### src/core/cps_map.vh
`ifndef CPS_MAP_VH
`define CPS_MAP_VH
// ----------------------------------------
// register offsets (byte addresses)
// ----------------------------------------
`define CPS_REG_CTRL 8'h00
`define CPS_REG_REC_CHAIN 8'h04
`define CPS_REG_REC_OSR 8'h08
`define CPS_REG_PB_CHAIN 8'h0C
`define CPS_REG_PB_OSR 8'h10
`define CPS_REG_PB_VOL 8'h14
`define CPS_REG_COEF_ADDR 8'h18
`define CPS_REG_COEF_DATA 8'h1C
`define CPS_REG_STATUS 8'h20
`define CPS_REG_PB_DATA 8'h24
`define CPS_REG_PB_RATE 8'h28
// ----------------------------------------
// control field positions
// ----------------------------------------
`define CPS_CTRL_REC_PWR 0
`define CPS_CTRL_PB_PWR 1
`define CPS_CTRL_MUTE 2
`define CPS_CTRL_BEEP 3
`define CPS_CTRL_AUTOMUTE 4
// ----------------------------------------
// reset values and limits
// ----------------------------------------
`define CPS_REC_CHAIN_RST 5'h01
`define CPS_REC_OSR_RST 8'h80
`define CPS_PB_CHAIN_RST 5'h01
`define CPS_PB_OSR_RST 11'h080
`define CPS_PB_OSR_MAX 11'h400
`define CPS_PB_VOL_RST 8'h00
`define CPS_PB_VOL_MAX 8'h30
`define CPS_PB_VOL_MIN 8'h81
`define CPS_PB_RATE_MIN 8'h08
`define CPS_PB_RATE_MAX 8'hC0
`define CPS_PB_RATE_RST 8'h30
`define CPS_AUTOMUTE_RUN 12'h800
`define CPS_COEF_WORDS 64
`define CPS_FIFO_DEPTH 16
`endif

### src/core/cps_coef_mem.v
`timescale 1ns/1ps
module cps_coef_mem #(
    parameter WIDTH = 24,
    parameter DEPTH = 64,
    parameter AW = 6
) (
    input wire clock, // system clock
    input wire ce, // clock enable
    input wire we, // write strobe
    input wire [AW-1:0] waddr, // write address
    input wire [WIDTH-1:0] wdata, // write data
    input wire [AW-1:0] raddr, // read address
    output reg [WIDTH-1:0] rdata // registered read data
);
    reg [WIDTH-1:0] mem [0:DEPTH-1];
    // no fixed values: every word is software writable
    always @(posedge clock) begin
        if (ce) begin
            if (we)
                mem[waddr] <= wdata;
            rdata <= mem[raddr];
        end
    end
endmodule

### src/core/cps_fifo.v
`timescale 1ns/1ps
module cps_fifo #(
    parameter WIDTH = 16,
    parameter DEPTH = 16,
    parameter AW = 4
) (
    input wire clock, // system clock
    input wire rst, // sync reset
    input wire ce, // clock enable
    input wire in_valid, // write request
    output wire in_ready, // not full
    input wire [WIDTH-1:0] in_data, // write data
    output wire out_valid, // not empty
    input wire out_ready, // read accept
    output reg [WIDTH-1:0] out_data // head word
);
    reg [WIDTH-1:0] mem [0:DEPTH-1];
    reg [AW-1:0] wr_reg;
    reg [AW-1:0] rd_reg;
    reg [AW:0] cnt_reg;
    wire push = in_valid && in_ready;
    wire pop = out_valid && out_ready;
    assign in_ready = (cnt_reg != DEPTH[AW:0]);
    assign out_valid = (cnt_reg != {(AW+1){1'b0}});
    always @* begin
        out_data = mem[rd_reg];
    end
    always @(posedge clock) begin
        if (rst) begin
            wr_reg <= {AW{1'b0}};
            rd_reg <= {AW{1'b0}};
            cnt_reg <= {(AW+1){1'b0}};
        end else if (ce) begin
            if (push) begin
                mem[wr_reg] <= in_data;
                wr_reg <= wr_reg + 1'b1;
            end
            if (pop)
                rd_reg <= rd_reg + 1'b1;
            if (push && !pop)
                cnt_reg <= cnt_reg + 1'b1;
            else if (pop && !push)
                cnt_reg <= cnt_reg - 1'b1;
        end
    end
endmodule

### src/core/cps_top.v
// Summary of operation
// - reset record chain is stereo, filter A, first-order IIR, no biquads or FIR
// - any record chain accepts oversampling 128, 64 or 32; status bit 2 is set for filter A at 128 or 64, B at 64, C at 32
// - every record chain has IIR; biquads, FIR or neither, never both; mono is right
// - playback accepts sample rates from 8 kHz to 192 kHz
// - playback order: processing engine, interpolation filter, delta-sigma modulator
// - playback oversampling ratio programmable from 1 to 1024
// - three interpolation filter types, chosen by the playback chain
// - playback digital volume spans -63.5 dB to +24 dB
// - playback IIR and biquad coefficients fully software writable
// - playback has sawtooth (phase accumulator) tone generator and automatic digital mute
`timescale 1ns/1ps
`include "cps_map.vh"
module cps_top (
    input wire clock, // 250 MHz system clock
    input wire rst, // sync reset, active high
    input wire ce, // clock enable, freezes all state
    input wire [7:0] avs_address, // byte address
    input wire avs_read, // read request
    input wire avs_write, // write request
    input wire [31:0] avs_writedata, // write data
    input wire [3:0] avs_byteenable, // byte lanes
    output reg [31:0] avs_readdata, // read data
    output wire avs_waitrequest, // stall
    output reg [1:0] avs_response, // 00 ok, 10 slave error
    input wire pb_tick, // playback sample strobe, same clock
    output wire [1:0] rec_filter_type, // 0 A, 1 B, 2 C
    output wire [2:0] rec_biquads, // active biquads
    output wire [4:0] rec_fir_taps, // FIR length, 0 if none
    output wire rec_iir_on, // first-order IIR active
    output wire rec_left_on, // left channel processed
    output wire [7:0] rec_osr, // record oversampling ratio
    output wire [1:0] pb_interp_type, // 0 A, 1 B, 2 C
    output wire [10:0] pb_osr, // playback oversampling ratio
    output reg [15:0] pb_sample, // sample to modulator
    output reg pb_sample_valid // one-cycle pulse
);
    // ----------------------------------------
    // register state
    // ----------------------------------------
    reg [4:0] ctrl_reg;
    reg [4:0] rec_chain_reg;
    reg [7:0] rec_osr_reg;
    reg [4:0] pb_chain_reg;
    reg [10:0] pb_osr_reg;
    reg [7:0] pb_vol_reg;
    reg [5:0] coef_addr_reg;
    reg [7:0] pb_rate_reg;
    reg cfg_err_reg;
    reg [1:0] bus_state_reg;
    reg [15:0] tone_reg;
    reg [11:0] quiet_cnt_reg;
    reg auto_muted_reg;
    reg [15:0] eng_reg;
    reg eng_valid_reg;
    localparam BS_IDLE = 2'b01;
    localparam BS_DONE = 2'b10;
    wire rec_pwr = ctrl_reg[`CPS_CTRL_REC_PWR];
    wire pb_pwr = ctrl_reg[`CPS_CTRL_PB_PWR];
    wire req = (avs_read || avs_write) && bus_state_reg == BS_IDLE;
    // a write lands at the edge where the master sees waitrequest low
    wire wr = avs_write && bus_state_reg == BS_DONE;
    wire [31:0] wd = avs_writedata & {{8{avs_byteenable[3]}}, {8{avs_byteenable[2]}},
                                      {8{avs_byteenable[1]}}, {8{avs_byteenable[0]}}};
    // answer one cycle after the request is taken
    assign avs_waitrequest = (avs_read || avs_write) && bus_state_reg != BS_DONE;
    // ----------------------------------------
    // record chain decode
    // ----------------------------------------
    reg [1:0] rc_type;
    reg [2:0] rc_bq;
    reg [4:0] rc_fir;
    reg rc_stereo;
    reg rc_osr_ok;
    always @* begin
        rc_type = 2'h0;
        rc_bq = 3'h0;
        rc_fir = 5'h00;
        rc_stereo = 1'b1;
        rc_osr_ok = 1'b0;
        if (rec_chain_reg >= 5'h01 && rec_chain_reg <= 5'h12) begin
            rc_type = (rec_chain_reg <= 5'h06) ? 2'h0 : (rec_chain_reg <= 5'h0C) ? 2'h1 : 2'h2;
            rc_stereo = (((rec_chain_reg - 5'h01) % 5'h06) < 5'h03);
            case ((rec_chain_reg - 5'h01) % 5'h03)
                5'h01: rc_bq = (rc_type == 2'h1) ? 3'h3 : 3'h5;
                5'h02: rc_fir = (rc_type == 2'h1) ? 5'h14 : 5'h19;
                default: rc_bq = 3'h0;
            endcase
        end
        case (rc_type)
            2'h0: rc_osr_ok = (rec_osr_reg == 8'h80) || (rec_osr_reg == 8'h40);
            2'h1: rc_osr_ok = (rec_osr_reg == 8'h40);
            default: rc_osr_ok = (rec_osr_reg == 8'h20);
        endcase
    end
    assign rec_filter_type = rc_type;
    assign rec_biquads = rc_bq;
    assign rec_fir_taps = rc_fir;
    assign rec_iir_on = 1'b1;
    assign rec_left_on = rc_stereo && rec_pwr;
    assign rec_osr = rec_osr_reg;
    // ----------------------------------------
    // playback chain decode
    // ----------------------------------------
    reg [1:0] pc_type;
    always @* begin
        if (pb_chain_reg <= 5'h06 || pb_chain_reg >= 5'h17)
            pc_type = 2'h0;
        else if (pb_chain_reg <= 5'h10)
            pc_type = 2'h1;
        else
            pc_type = 2'h2;
    end
    assign pb_interp_type = pc_type;
    assign pb_osr = pb_osr_reg;
    // ----------------------------------------
    // coefficient memory and sample fifo
    // ----------------------------------------
    wire coef_we = wr && avs_address == `CPS_REG_COEF_DATA;
    wire [23:0] coef_rd;
    cps_coef_mem #(.WIDTH(24), .DEPTH(`CPS_COEF_WORDS), .AW(6)) u_coef (
        .clock(clock),
        .ce(ce),
        .we(coef_we),
        .waddr(coef_addr_reg),
        .wdata(wd[23:0]),
        .raddr(coef_addr_reg),
        .rdata(coef_rd)
    );
    wire fifo_in_ready;
    wire fifo_out_valid;
    wire [15:0] fifo_out_data;
    wire pb_push = wr && avs_address == `CPS_REG_PB_DATA && fifo_in_ready;
    wire pb_pop = pb_tick && pb_pwr && fifo_out_valid;
    cps_fifo #(.WIDTH(16), .DEPTH(`CPS_FIFO_DEPTH), .AW(4)) u_fifo (
        .clock(clock),
        .rst(rst),
        .ce(ce),
        .in_valid(pb_push),
        .in_ready(fifo_in_ready),
        .in_data(wd[15:0]),
        .out_valid(fifo_out_valid),
        .out_ready(pb_pop),
        .out_data(fifo_out_data)
    );
    // ----------------------------------------
    // register writes and bus answer
    // ----------------------------------------
    wire known = avs_address <= `CPS_REG_PB_RATE && avs_address[1:0] == 2'b00;
    always @(posedge clock) begin
        if (rst) begin
            ctrl_reg <= 5'h00;
            rec_chain_reg <= `CPS_REC_CHAIN_RST;
            rec_osr_reg <= `CPS_REC_OSR_RST;
            pb_chain_reg <= `CPS_PB_CHAIN_RST;
            pb_osr_reg <= `CPS_PB_OSR_RST;
            pb_vol_reg <= `CPS_PB_VOL_RST;
            coef_addr_reg <= 6'h00;
            pb_rate_reg <= `CPS_PB_RATE_RST;
            cfg_err_reg <= 1'b0;
            bus_state_reg <= BS_IDLE;
            avs_readdata <= 32'h0000_0000;
            avs_response <= 2'b00;
        end else if (ce) begin
            case (bus_state_reg)
                BS_IDLE: begin
                    if (req) begin
                        bus_state_reg <= BS_DONE;
                        avs_response <= known ? 2'b00 : 2'b10;
                        avs_readdata <= 32'h0000_0000;
                        if (avs_read) begin
                            case (avs_address)
                                `CPS_REG_CTRL: avs_readdata <= {27'h0, ctrl_reg};
                                `CPS_REG_REC_CHAIN: avs_readdata <= {27'h0, rec_chain_reg};
                                `CPS_REG_REC_OSR: avs_readdata <= {24'h0, rec_osr_reg};
                                `CPS_REG_PB_CHAIN: avs_readdata <= {27'h0, pb_chain_reg};
                                `CPS_REG_PB_OSR: avs_readdata <= {21'h0, pb_osr_reg};
                                `CPS_REG_PB_VOL: avs_readdata <= {24'h0, pb_vol_reg};
                                `CPS_REG_COEF_ADDR: avs_readdata <= {26'h0, coef_addr_reg};
                                `CPS_REG_COEF_DATA: avs_readdata <= {8'h0, coef_rd};
                                `CPS_REG_STATUS: avs_readdata <= {26'h0, fifo_in_ready, fifo_out_valid,
                                                                  auto_muted_reg, rc_osr_ok, cfg_err_reg,
                                                                  pb_pwr};
                                `CPS_REG_PB_RATE: avs_readdata <= {24'h0, pb_rate_reg};
                                default: avs_readdata <= 32'h0000_0000;
                            endcase
                        end
                    end
                end
                BS_DONE: bus_state_reg <= BS_IDLE;
                default: bus_state_reg <= BS_IDLE;
            endcase
            if (wr) begin
                case (avs_address)
                    `CPS_REG_CTRL: ctrl_reg <= wd[4:0];
                    `CPS_REG_REC_CHAIN: begin
                        // changing a live chain would feed samples to a half-built filter
                        if (!rec_pwr && wd[4:0] >= 5'h01 && wd[4:0] <= 5'h12)
                            rec_chain_reg <= wd[4:0];
                        else
                            cfg_err_reg <= 1'b1;
                    end
                    `CPS_REG_REC_OSR: begin
                        if (!rec_pwr && (wd[7:0] == 8'h80 || wd[7:0] == 8'h40 || wd[7:0] == 8'h20))
                            rec_osr_reg <= wd[7:0];
                        else
                            cfg_err_reg <= 1'b1;
                    end
                    `CPS_REG_PB_CHAIN: begin
                        if (!pb_pwr && wd[4:0] >= 5'h01 && wd[4:0] <= 5'h19)
                            pb_chain_reg <= wd[4:0];
                        else
                            cfg_err_reg <= 1'b1;
                    end
                    `CPS_REG_PB_OSR: begin
                        if (!pb_pwr && wd[10:0] >= 11'h001 && wd[10:0] <= `CPS_PB_OSR_MAX)
                            pb_osr_reg <= wd[10:0];
                        else
                            cfg_err_reg <= 1'b1;
                    end
                    `CPS_REG_PB_VOL: begin
                        // signed half-dB steps: +48 is +24 dB, -127 is -63.5 dB
                        if ($signed(wd[7:0]) <= $signed(`CPS_PB_VOL_MAX) &&
                            $signed(wd[7:0]) >= $signed(`CPS_PB_VOL_MIN))
                            pb_vol_reg <= wd[7:0];
                        else
                            cfg_err_reg <= 1'b1;
                    end
                    `CPS_REG_COEF_ADDR: coef_addr_reg <= wd[5:0];
                    `CPS_REG_COEF_DATA: coef_addr_reg <= coef_addr_reg + 6'h01;
                    `CPS_REG_STATUS: if (wd[1]) cfg_err_reg <= 1'b0;
                    `CPS_REG_PB_RATE: begin
                        if (wd[7:0] >= `CPS_PB_RATE_MIN && wd[7:0] <= `CPS_PB_RATE_MAX)
                            pb_rate_reg <= wd[7:0];
                        else
                            cfg_err_reg <= 1'b1;
                    end
                    default: cfg_err_reg <= cfg_err_reg;
                endcase
            end
        end
    end
    // ----------------------------------------
    // playback engine, volume, tone, auto mute
    // ----------------------------------------
    wire [15:0] src = ctrl_reg[`CPS_CTRL_BEEP] ? tone_reg : fifo_out_data;
    // coarse gain: shift by whole 6 dB steps of the half-dB setting, saturating
    wire signed [7:0] vol_s = $signed(pb_vol_reg);
    wire [7:0] vol_mag = vol_s[7] ? ((~pb_vol_reg) + 8'h01) : pb_vol_reg;
    wire [7:0] sh_full = vol_mag / 8'h0C;
    wire [3:0] sh = sh_full[3:0];
    wire signed [31:0] up = $signed({{16{src[15]}}, src}) <<< sh;
    wire signed [15:0] dn = $signed(src) >>> sh;
    reg [15:0] gain_out;
    always @* begin
        if (vol_s[7])
            gain_out = dn;
        else if (up > 32'sd32767)
            gain_out = 16'h7FFF;
        else if (up < -32'sd32768)
            gain_out = 16'h8000;
        else
            gain_out = up[15:0];
    end
    wire muted = ctrl_reg[`CPS_CTRL_MUTE] || auto_muted_reg;
    always @(posedge clock) begin
        if (rst) begin
            tone_reg <= 16'h0000;
            quiet_cnt_reg <= 12'h000;
            auto_muted_reg <= 1'b0;
            eng_reg <= 16'h0000;
            eng_valid_reg <= 1'b0;
            pb_sample <= 16'h0000;
            pb_sample_valid <= 1'b0;
        end else if (ce) begin
            eng_valid_reg <= 1'b0;
            pb_sample_valid <= 1'b0;
            if (pb_tick && pb_pwr)
                tone_reg <= tone_reg + {pb_osr_reg, 5'h00};
            if (pb_pop || (pb_tick && pb_pwr && ctrl_reg[`CPS_CTRL_BEEP])) begin
                eng_reg <= muted ? 16'h0000 : gain_out;
                eng_valid_reg <= 1'b1;
                if (src != 16'h0000 || !ctrl_reg[`CPS_CTRL_AUTOMUTE]) begin
                    quiet_cnt_reg <= 12'h000;
                    auto_muted_reg <= 1'b0;
                end else if (quiet_cnt_reg == `CPS_AUTOMUTE_RUN - 12'h001) begin
                    auto_muted_reg <= 1'b1;
                end else begin
                    quiet_cnt_reg <= quiet_cnt_reg + 12'h001;
                end
            end
            // engine stage feeds the interpolation/modulator stage next cycle
            if (eng_valid_reg) begin
                pb_sample <= eng_reg;
                pb_sample_valid <= 1'b1;
            end
        end
    end
endmodule
### config.mk
export PLATFORM = sky130hd
export DESIGN_NAME = cps_top
export DESIGN_NICKNAME = d
export VERILOG_FILES = /design/src/core/cps_coef_mem.v /design/src/core/cps_fifo.v /design/src/core/cps_top.v
export VERILOG_INCLUDE_DIRS = /design/src /design/src/core
export SDC_FILE = /design/constraint.sdc
export NUM_CORES = 2
export LEC_CHECK = 0
export BUFFER_PORTS_ARGS = -buffer_cell sky130_fd_sc_hd__buf_2
export CAP_MARGIN = 20
export CELL_PAD_IN_SITES_DETAIL_PLACEMENT = 0
export CELL_PAD_IN_SITES_GLOBAL_PLACEMENT = 1
export CORE_MARGIN = 5
export CORE_UTILIZATION = 49
export CTS_CLUSTER_SIZE = 16
export DETAILED_ROUTE_END_ITERATION = 12
export GPL_ROUTABILITY_DRIVEN = 0
export PLACE_DENSITY = 0.85
export RECOVER_POWER = 100
export SLEW_MARGIN = 20
export SYNTH_ARGS = -nofsm -noshare
export SYNTH_HDL_FRONTEND = slang
export SYNTH_SLANG_ARGS = --single-unit
### constraint.sdc
create_clock -name clock -period 5.2 [get_ports clock]
set_clock_uncertainty 0.2 [all_clocks]
set_input_delay 0.52 -clock clock [delete_from_list [all_inputs] [get_ports clock]]
set_output_delay 0.52 -clock clock [all_outputs]
set_load 0.005 [all_outputs]
### Word-level counts from Yosys, hierarchy flattened

Memories as Yosys holds them, arrays and structs flattened. A register that Yosys moved wholly into a read port is not among the register bits.
Index checks and enable logic that the tools add are counted.

| word-level totals | value |
|---|---|
| bits in registers | 169 |
| memories kept | 2 |
| bits of input ports | 50 |
| RAM bits | 1792 |
| logic and storage cells | 210 |
| latch bits | 0 |
| output and inout port bits | 85 |
| ROM bits | 0 |

| cells by class | value |
|---|---|
| divide/modulo/power cells | 3 |
| muxes and demuxes | 50 |
| multipliers | 0 |
| order comparisons | 20 |
| shifts and indexed selects | 2 |
| $add $sub $neg | 9 |
| equal/unequal tests | 34 |
| reductions and logical operators | 66 |
| bitwise logic cells | 2 |

Memories:

| memory | depth | width | rd ports | clocked after memory_dff | wr ports | RTL line | RTL |
|---|---|---|---|---|---|---|---|
| u_coef.mem | 64 | 24 | 1 | 1 | 1 | cps_coef_mem.v:15 | `reg [WIDTH-1:0] mem [0:DEPTH-1];` |
| u_fifo.mem | 16 | 16 | 1 | 1 | 1 | cps_fifo.v:17 | `reg [WIDTH-1:0] mem [0:DEPTH-1];` |

Operator list:

| cell | count |
|---|---|
| $pmux 24 s10 | 1 |
| $mux 16 | 5 |
| $eq 8x6->1 const B | 5 |
| $eq 8x5->1 const B | 4 |
| $gt 32x16->1 const B | 1 |
| $lt 32x16->1 const B | 1 |
| $sshl 16x4->32 | 1 |
| $logic_and 1x1->1 | 25 |
| $and 24x24->24 | 1 |
| $mux 12 | 2 |
| $mux 24 | 1 |
| $reduce_and 4->1 | 6 |
| $le 5x5->1 const B | 4 |
| $mux 5 | 4 |
| $ne 2x2->1 const B | 10 |
| $mux 1 | 19 |
| $add 16x16->16 | 1 |
| $eq 8x4->1 const B | 2 |
| $eq 8x7->1 const B | 2 |
| $eq 8x8->1 const B | 2 |
| $mux 2 | 8 |
| $reduce_bool 16->1 | 1 |
| $sshr 16x4->16 | 1 |
| $reduce_and 3->1 | 5 |
| 44 further kinds | 74 |

### Logic depth before layout (Yosys ltp)

| depth | value |
|---|---|
| depth after elaboration | 10 |
| gate-level depth with buffers | 21 |
| mapped depth without buffers | 17 |

### By module

A second synthesis with hierarchy kept.

| unflattened totals | value |
|---|---|
| cell total of the unflattened synthesis | 4403 |
| area total of the unflattened synthesis | 80190.7 µm² |

By module, submodules not included:

| module | seq. area each (µm²) | area each (µm²) | cells each | times used |
|---|---|---|---|---|
| cps_coef_mem | 46844.9 | 59445.8 | 2559 | 1 |
| cps_fifo | 8027.7 | 10555.1 | 512 | 1 |
| cps_top | 2842.7 | 10189.8 | 1332 | 1 |

### Worst setup path after synthesis

Ideal clock, no wire load.

| path | value |
|---|---|
| path type | flip-flop to output port |
| from | reg rec_chain_reg[0] |
| to | out rec_fir_taps[3] |
| required time | 4480 ps |
| stages on the path, launching flop included | 20 |
| buffers on the path | 4 |
| setup slack | 108 ps |
| data arrival time | 4372 ps |
| cell sequence | dfxtp_1 > clkbuf_1 > inv_1 > ha_1 > xnor2_1 > inv_1 > ha_1 > and2_1 > nor4_1 > or2_2 > clkbuf_1 > nor4_1 > or2_2 > clkbuf_1 > ha_1 > or3_1 > a221o_1 > o22a_1 > nor3_1 > buf_4 |

| between the ends | value |
|---|---|
| word-level cells in the longest chain between the ends | 7 |
| elaborated cells on any way between the ends | 14 |
| those cells by class | 1 x add/sub; 1 x div; 4 x order compare; 2 x eq/ne; 5 x mux; 1 x reduce/logical |

Ends and longest elaborated chain:

| item | RTL line | RTL |
|---|---|---|
| start: declaration | cps_top.v:42 | `reg [4:0] rec_chain_reg;` |
| start signal: assignment | cps_top.v:153 | `` rec_chain_reg <= `CPS_REC_CHAIN_RST; `` |
| start signal: assignment | cps_top.v:199 | `rec_chain_reg <= wd[4:0];` |
| branches (longest 6 deep; another with $sub 5x1->5) | - |  |
| $mux 5 * | cps_top.v:81 | `if (rec_chain_reg >= 5'h01 && rec_chain_reg <= 5'h12) begin` |
| end: declaration | cps_top.v:29 | `output wire [4:0] rec_fir_taps,` |

Every way passes the cells marked *.

### Worst setup path after layout

| path | value |
|---|---|
| from | in avs_address[5] |
| to | mem u_coef.mem[46][23], enable pin |

| between the ends | value |
|---|---|
| word-level cells in the longest chain between the ends | 5 |

Ends and longest elaborated chain:

| item | RTL line | RTL |
|---|---|---|
| start: declaration | cps_top.v:18 | `input wire [7:0] avs_address,` |
| $eq 8x5->1 | - |  |
| $logic_and 1x1->1 (no source line) | - |  |
| $mux 1 | cps_coef_mem.v:19 | `if (we)` |
| $mux 1 | cps_coef_mem.v:18 | `if (ce) begin` |
| $mux 1 (implied by the code) | cps_coef_mem.v:20 | `mem[waddr] <= wdata;` |
| end: declaration | cps_coef_mem.v:15 |  |

No other way between the ends.

==> results.yml <==
power_and_ir_drop:
  seq_power_share_pct: 55.7
  power.leakage_nw: 26.0
  clkPwrFrac_pct: 43.0
  irDropWorstVdd_mv: 0.334
  intPower_mw: 24.8
  p_comb_share_pct: 1.3
  p_per_area_nw_per_um2: 360
  power.share.switching_pct: 20.4
  power.switching_mw: 6.36
logic_synthesis:
  postSynthAreaPerCell_um2: 16.2
  ys_seq_elements: 1975
  synth_edf_count: 1816
  yosys-top-cells-area: "edfxtp_1 (71%), a22oi_1 (5.0%), dfxtp_1 (4.2%), mux4_2 (2.0%), a221oi_1 (1.7%)"
  synthCells: 4701
  ys_warn_count: 0
  synth_top_area_share_pct: 71.5
  synth_flop_cell: "edfxtp_1"
  synth.distinct_cells: 90
  ys_seq_area_share_pct: 75.7
  syn_area_um2: 76300
  synth.largest_area_cell: "edfxtp_1"
  async_flop_share_pct: 0
placement:
  dpl.cell_count: 6813
  hpwlAfterDp_mm: 127
  port_buffers: 114
timing:
  period_share_pct: 98.6
  worstMarginPinSlew_ns: 3.61
  min_period_ns: 5.13
  hold_violations: 0
  fin_tns_setup_ns: 0
  final_max_slew_viol_count: 1622
  slew_headroom_pct: -141
  setup_viol: 0
  max_freq_ghz: 0.195
floorplanning:
  ios: 135
  die_h_um: 405
  die_x_um: 405
  initial_utilization_pct: 49.4
  core_um2: 154000
  die-area_um2: 164000
  num_rows: 144
worst_setup_path:
  required_ns: 5.44
  critPathArrivalTime_ns: 5.36
  cpMaxStageDelayCell: "nor2_1"
  cp_num_buf_inv: 5
  cp_slowest_stage_delay_ns: 0.72
  cp-start-kind: "primary input"
  path_common_cell: "clkbuf_1"
  critPathCaptureType: "register"
  critPathTopFamily: "simple AND/OR/NAND/NOR gates"
  worstPathMaxFanout: 18
  path_class: "primary input to register"
  cp_cell_sequence: "dlygate4sd3_1 > clkbuf_1 > nor4b_1 > clkbuf_1 > nand3_1 > nor3_1 > clkbuf_1 > nand2_1 > nor2_1 > clkbuf_2"
global_route:
  antenna_found_initial: 10
  first_global_vias: 45995
  grt_usage_pct: 26.0
  overflow: 0
  grt_pass1_wl_mm: 314
  grt_max_degree: 92
hold_path:
  hold_path_class: "primary input to register"
cells_and_area:
  fin_cells: 7182
  final_common_cell: "edfxtp_1"
  drive_gt1_share_pct: 14.1
  areaGrowthSynthToFinish_pct: 13.4
  final_cell_mix: "edfxtp_1 (1816), a22oi_1 (504), nor2_1 (224)"
  largest_reg_flops: 1536
  regMostFlops: "u_coef.mem"
  fin_nets: 5060
  reg_top3: "u_coef.mem (1536), u_fifo.mem (256)"
outcome:
  status: "finished, violations left"
  violations: "max-capacitance violations, max-slew violations"
route:
  first_pass_iters: 9
  routed_wl_mm: 218
  viasPerCell: 6.65
  route.antenna.remaining_nets: 0
  drc: 0
  first_iter_violations: 7602
  wire_per_inst_um: 30.4
  vias: 47789
clock_tree:
  path_clk_slew_ns: 0.06
  cts-root-buf: "clkbuf_16"
  htree_num_levels: 4
  cts_buffers: 188
  clkLatencyLatePin_ns: 0.83
  clkSinkCount: 1975
  cts_tree: "yes"
  ctsLongestPathBuffers: 3
run:
  max_cap_viol_count: 32
## metrics by stage
step	cell area (µm²)	hold slack (ns)	power [mW]	setup slack, ns	utilization (%)
5_1_grt	86500	0.0975	31.9	-0.104	56.0
4_1_cts	87000	0.00697	31.2	0.00582	56.3
3_3_place_gp	80700	0.240	18.0	0.323	52.3
2_1_floorplan	76300	0.227	17.8	0.108	-
6_report	86500	0.0658	31.1	0.0747	56.0
3_5_place_dp	80700	0.245	18.1	0.254	52.3
## routing by layer
layer | up-vias | global-route usage, % | part of all wire [%]
li1 | 19767 | - | -
met1 | 23818 | 35.0 | 36
met2 | 3596 | 40.1 | 45
met3 | 604 | 7.01 | 14
met4 | 4 | 11.7 | 5.2
met5 | - | 0 | 0.012
## path summary, 6_finish.rpt
kind,to,depth (start not counted),start,slack [ns]
worst min-delay path,avs_response[1],6,avs_address[4],0.07
worst min register to register,pb_sample[11],2,pb_sample[11],0.25
worst max-delay path,u_coef.mem[46][23],10,avs_address[5],0.07
worst max register to register,u_coef.rdata[17],7,coef_addr_reg[0],0.13
## worst reg2reg max path: stages (launching register included)
cell	delay [ns]
dfxtp_1	0.67
and3_2	1.43
clkbuf_1	1.25
a221oi_1	0.29
a31oi_1	0.43
nor4_1	0.13
clkbuf_1	0.30
o211ai_1	0.20
## synthesized netlist by cell type, drive strengths merged, types with 7 or more instances
library cell,instances
inv,41
clkbuf,214
a22oi,506
nand2,182
o21ai,84
nand3,52
mux2i,120
xor2,14
mux2,11
a32oi,13
edfxtp,1816
a221oi,152
xnor2,16
a22o,152
ha,30
a21oi,145
nor3b,13
a2111oi,7
and3,8
nand4,57
and2,32
dfxtp,159
a211oi,16
nor3,35
o22ai,13
nor2,272
nor4,31
nor2b,11
or3,20
o211ai,25
a31oi,159
nand3b,9
or2,9
nand2b,14
buf,104
mux4,69
## cells by family (layout without fill, tap and decap cells)
logic type | after synthesis | count (layout) | share of synthesized area (%)
fa+ha+maj | 32 | 32 | 0.545
compound gates | 1337 | 1337 | 12.9
mux | 200 | 200 | 3.77
xor+xnor | 30 | 30 | 0.344
flops | 1975 | 1975 | 75.7
buf+inv | 361 | 786 | 2.01
simple gates | 764 | 764 | 4.79
other cells | 2 | 14 | 0.00985
## power groups by stage
| stage | Clock (mW) | Combinational [mW] | Sequential (mW) |
|---|---|---|---|
| final | 13.4 | 0.406 | 17.4 |
| after CTS | 13.5 | 0.403 | 17.3 |
| after global routing | 14.2 | 0.418 | 17.3 |
| after global placement | 0 | 0.379 | 17.7 |
| after detailed placement | 0 | 0.400 | 17.7 |
| after floorplan | 0 | 0.176 | 17.7 |
## what timing repair did
| action | in CTS | in global routing |
|---|---|---|
| hold endpoints to repair | 31 | 0 |
| pin swaps | 5 | 14 |
| cloned | 0 | 0 |
| gates resized for setup | 31 | 24 |
| buffers inserted | 4 | 10 |
| hold buffers | 4 | 0 |
| endpoints found under the setup margin | 7 | 7 |
## cell type report
cell class	count	area (µm²)
Inverter	43	166
Tap cell	2044	2560
Sequential cell	1975	57700
Clock inverter	111	1130
Clock buffer	236	4960
Multi-Input combinational cell	2374	17500
Antenna cell	3	7.51
Fill cell	11431	67900
Timing Repair Buffer	396	2470
(Power assumes the default switching activity.)
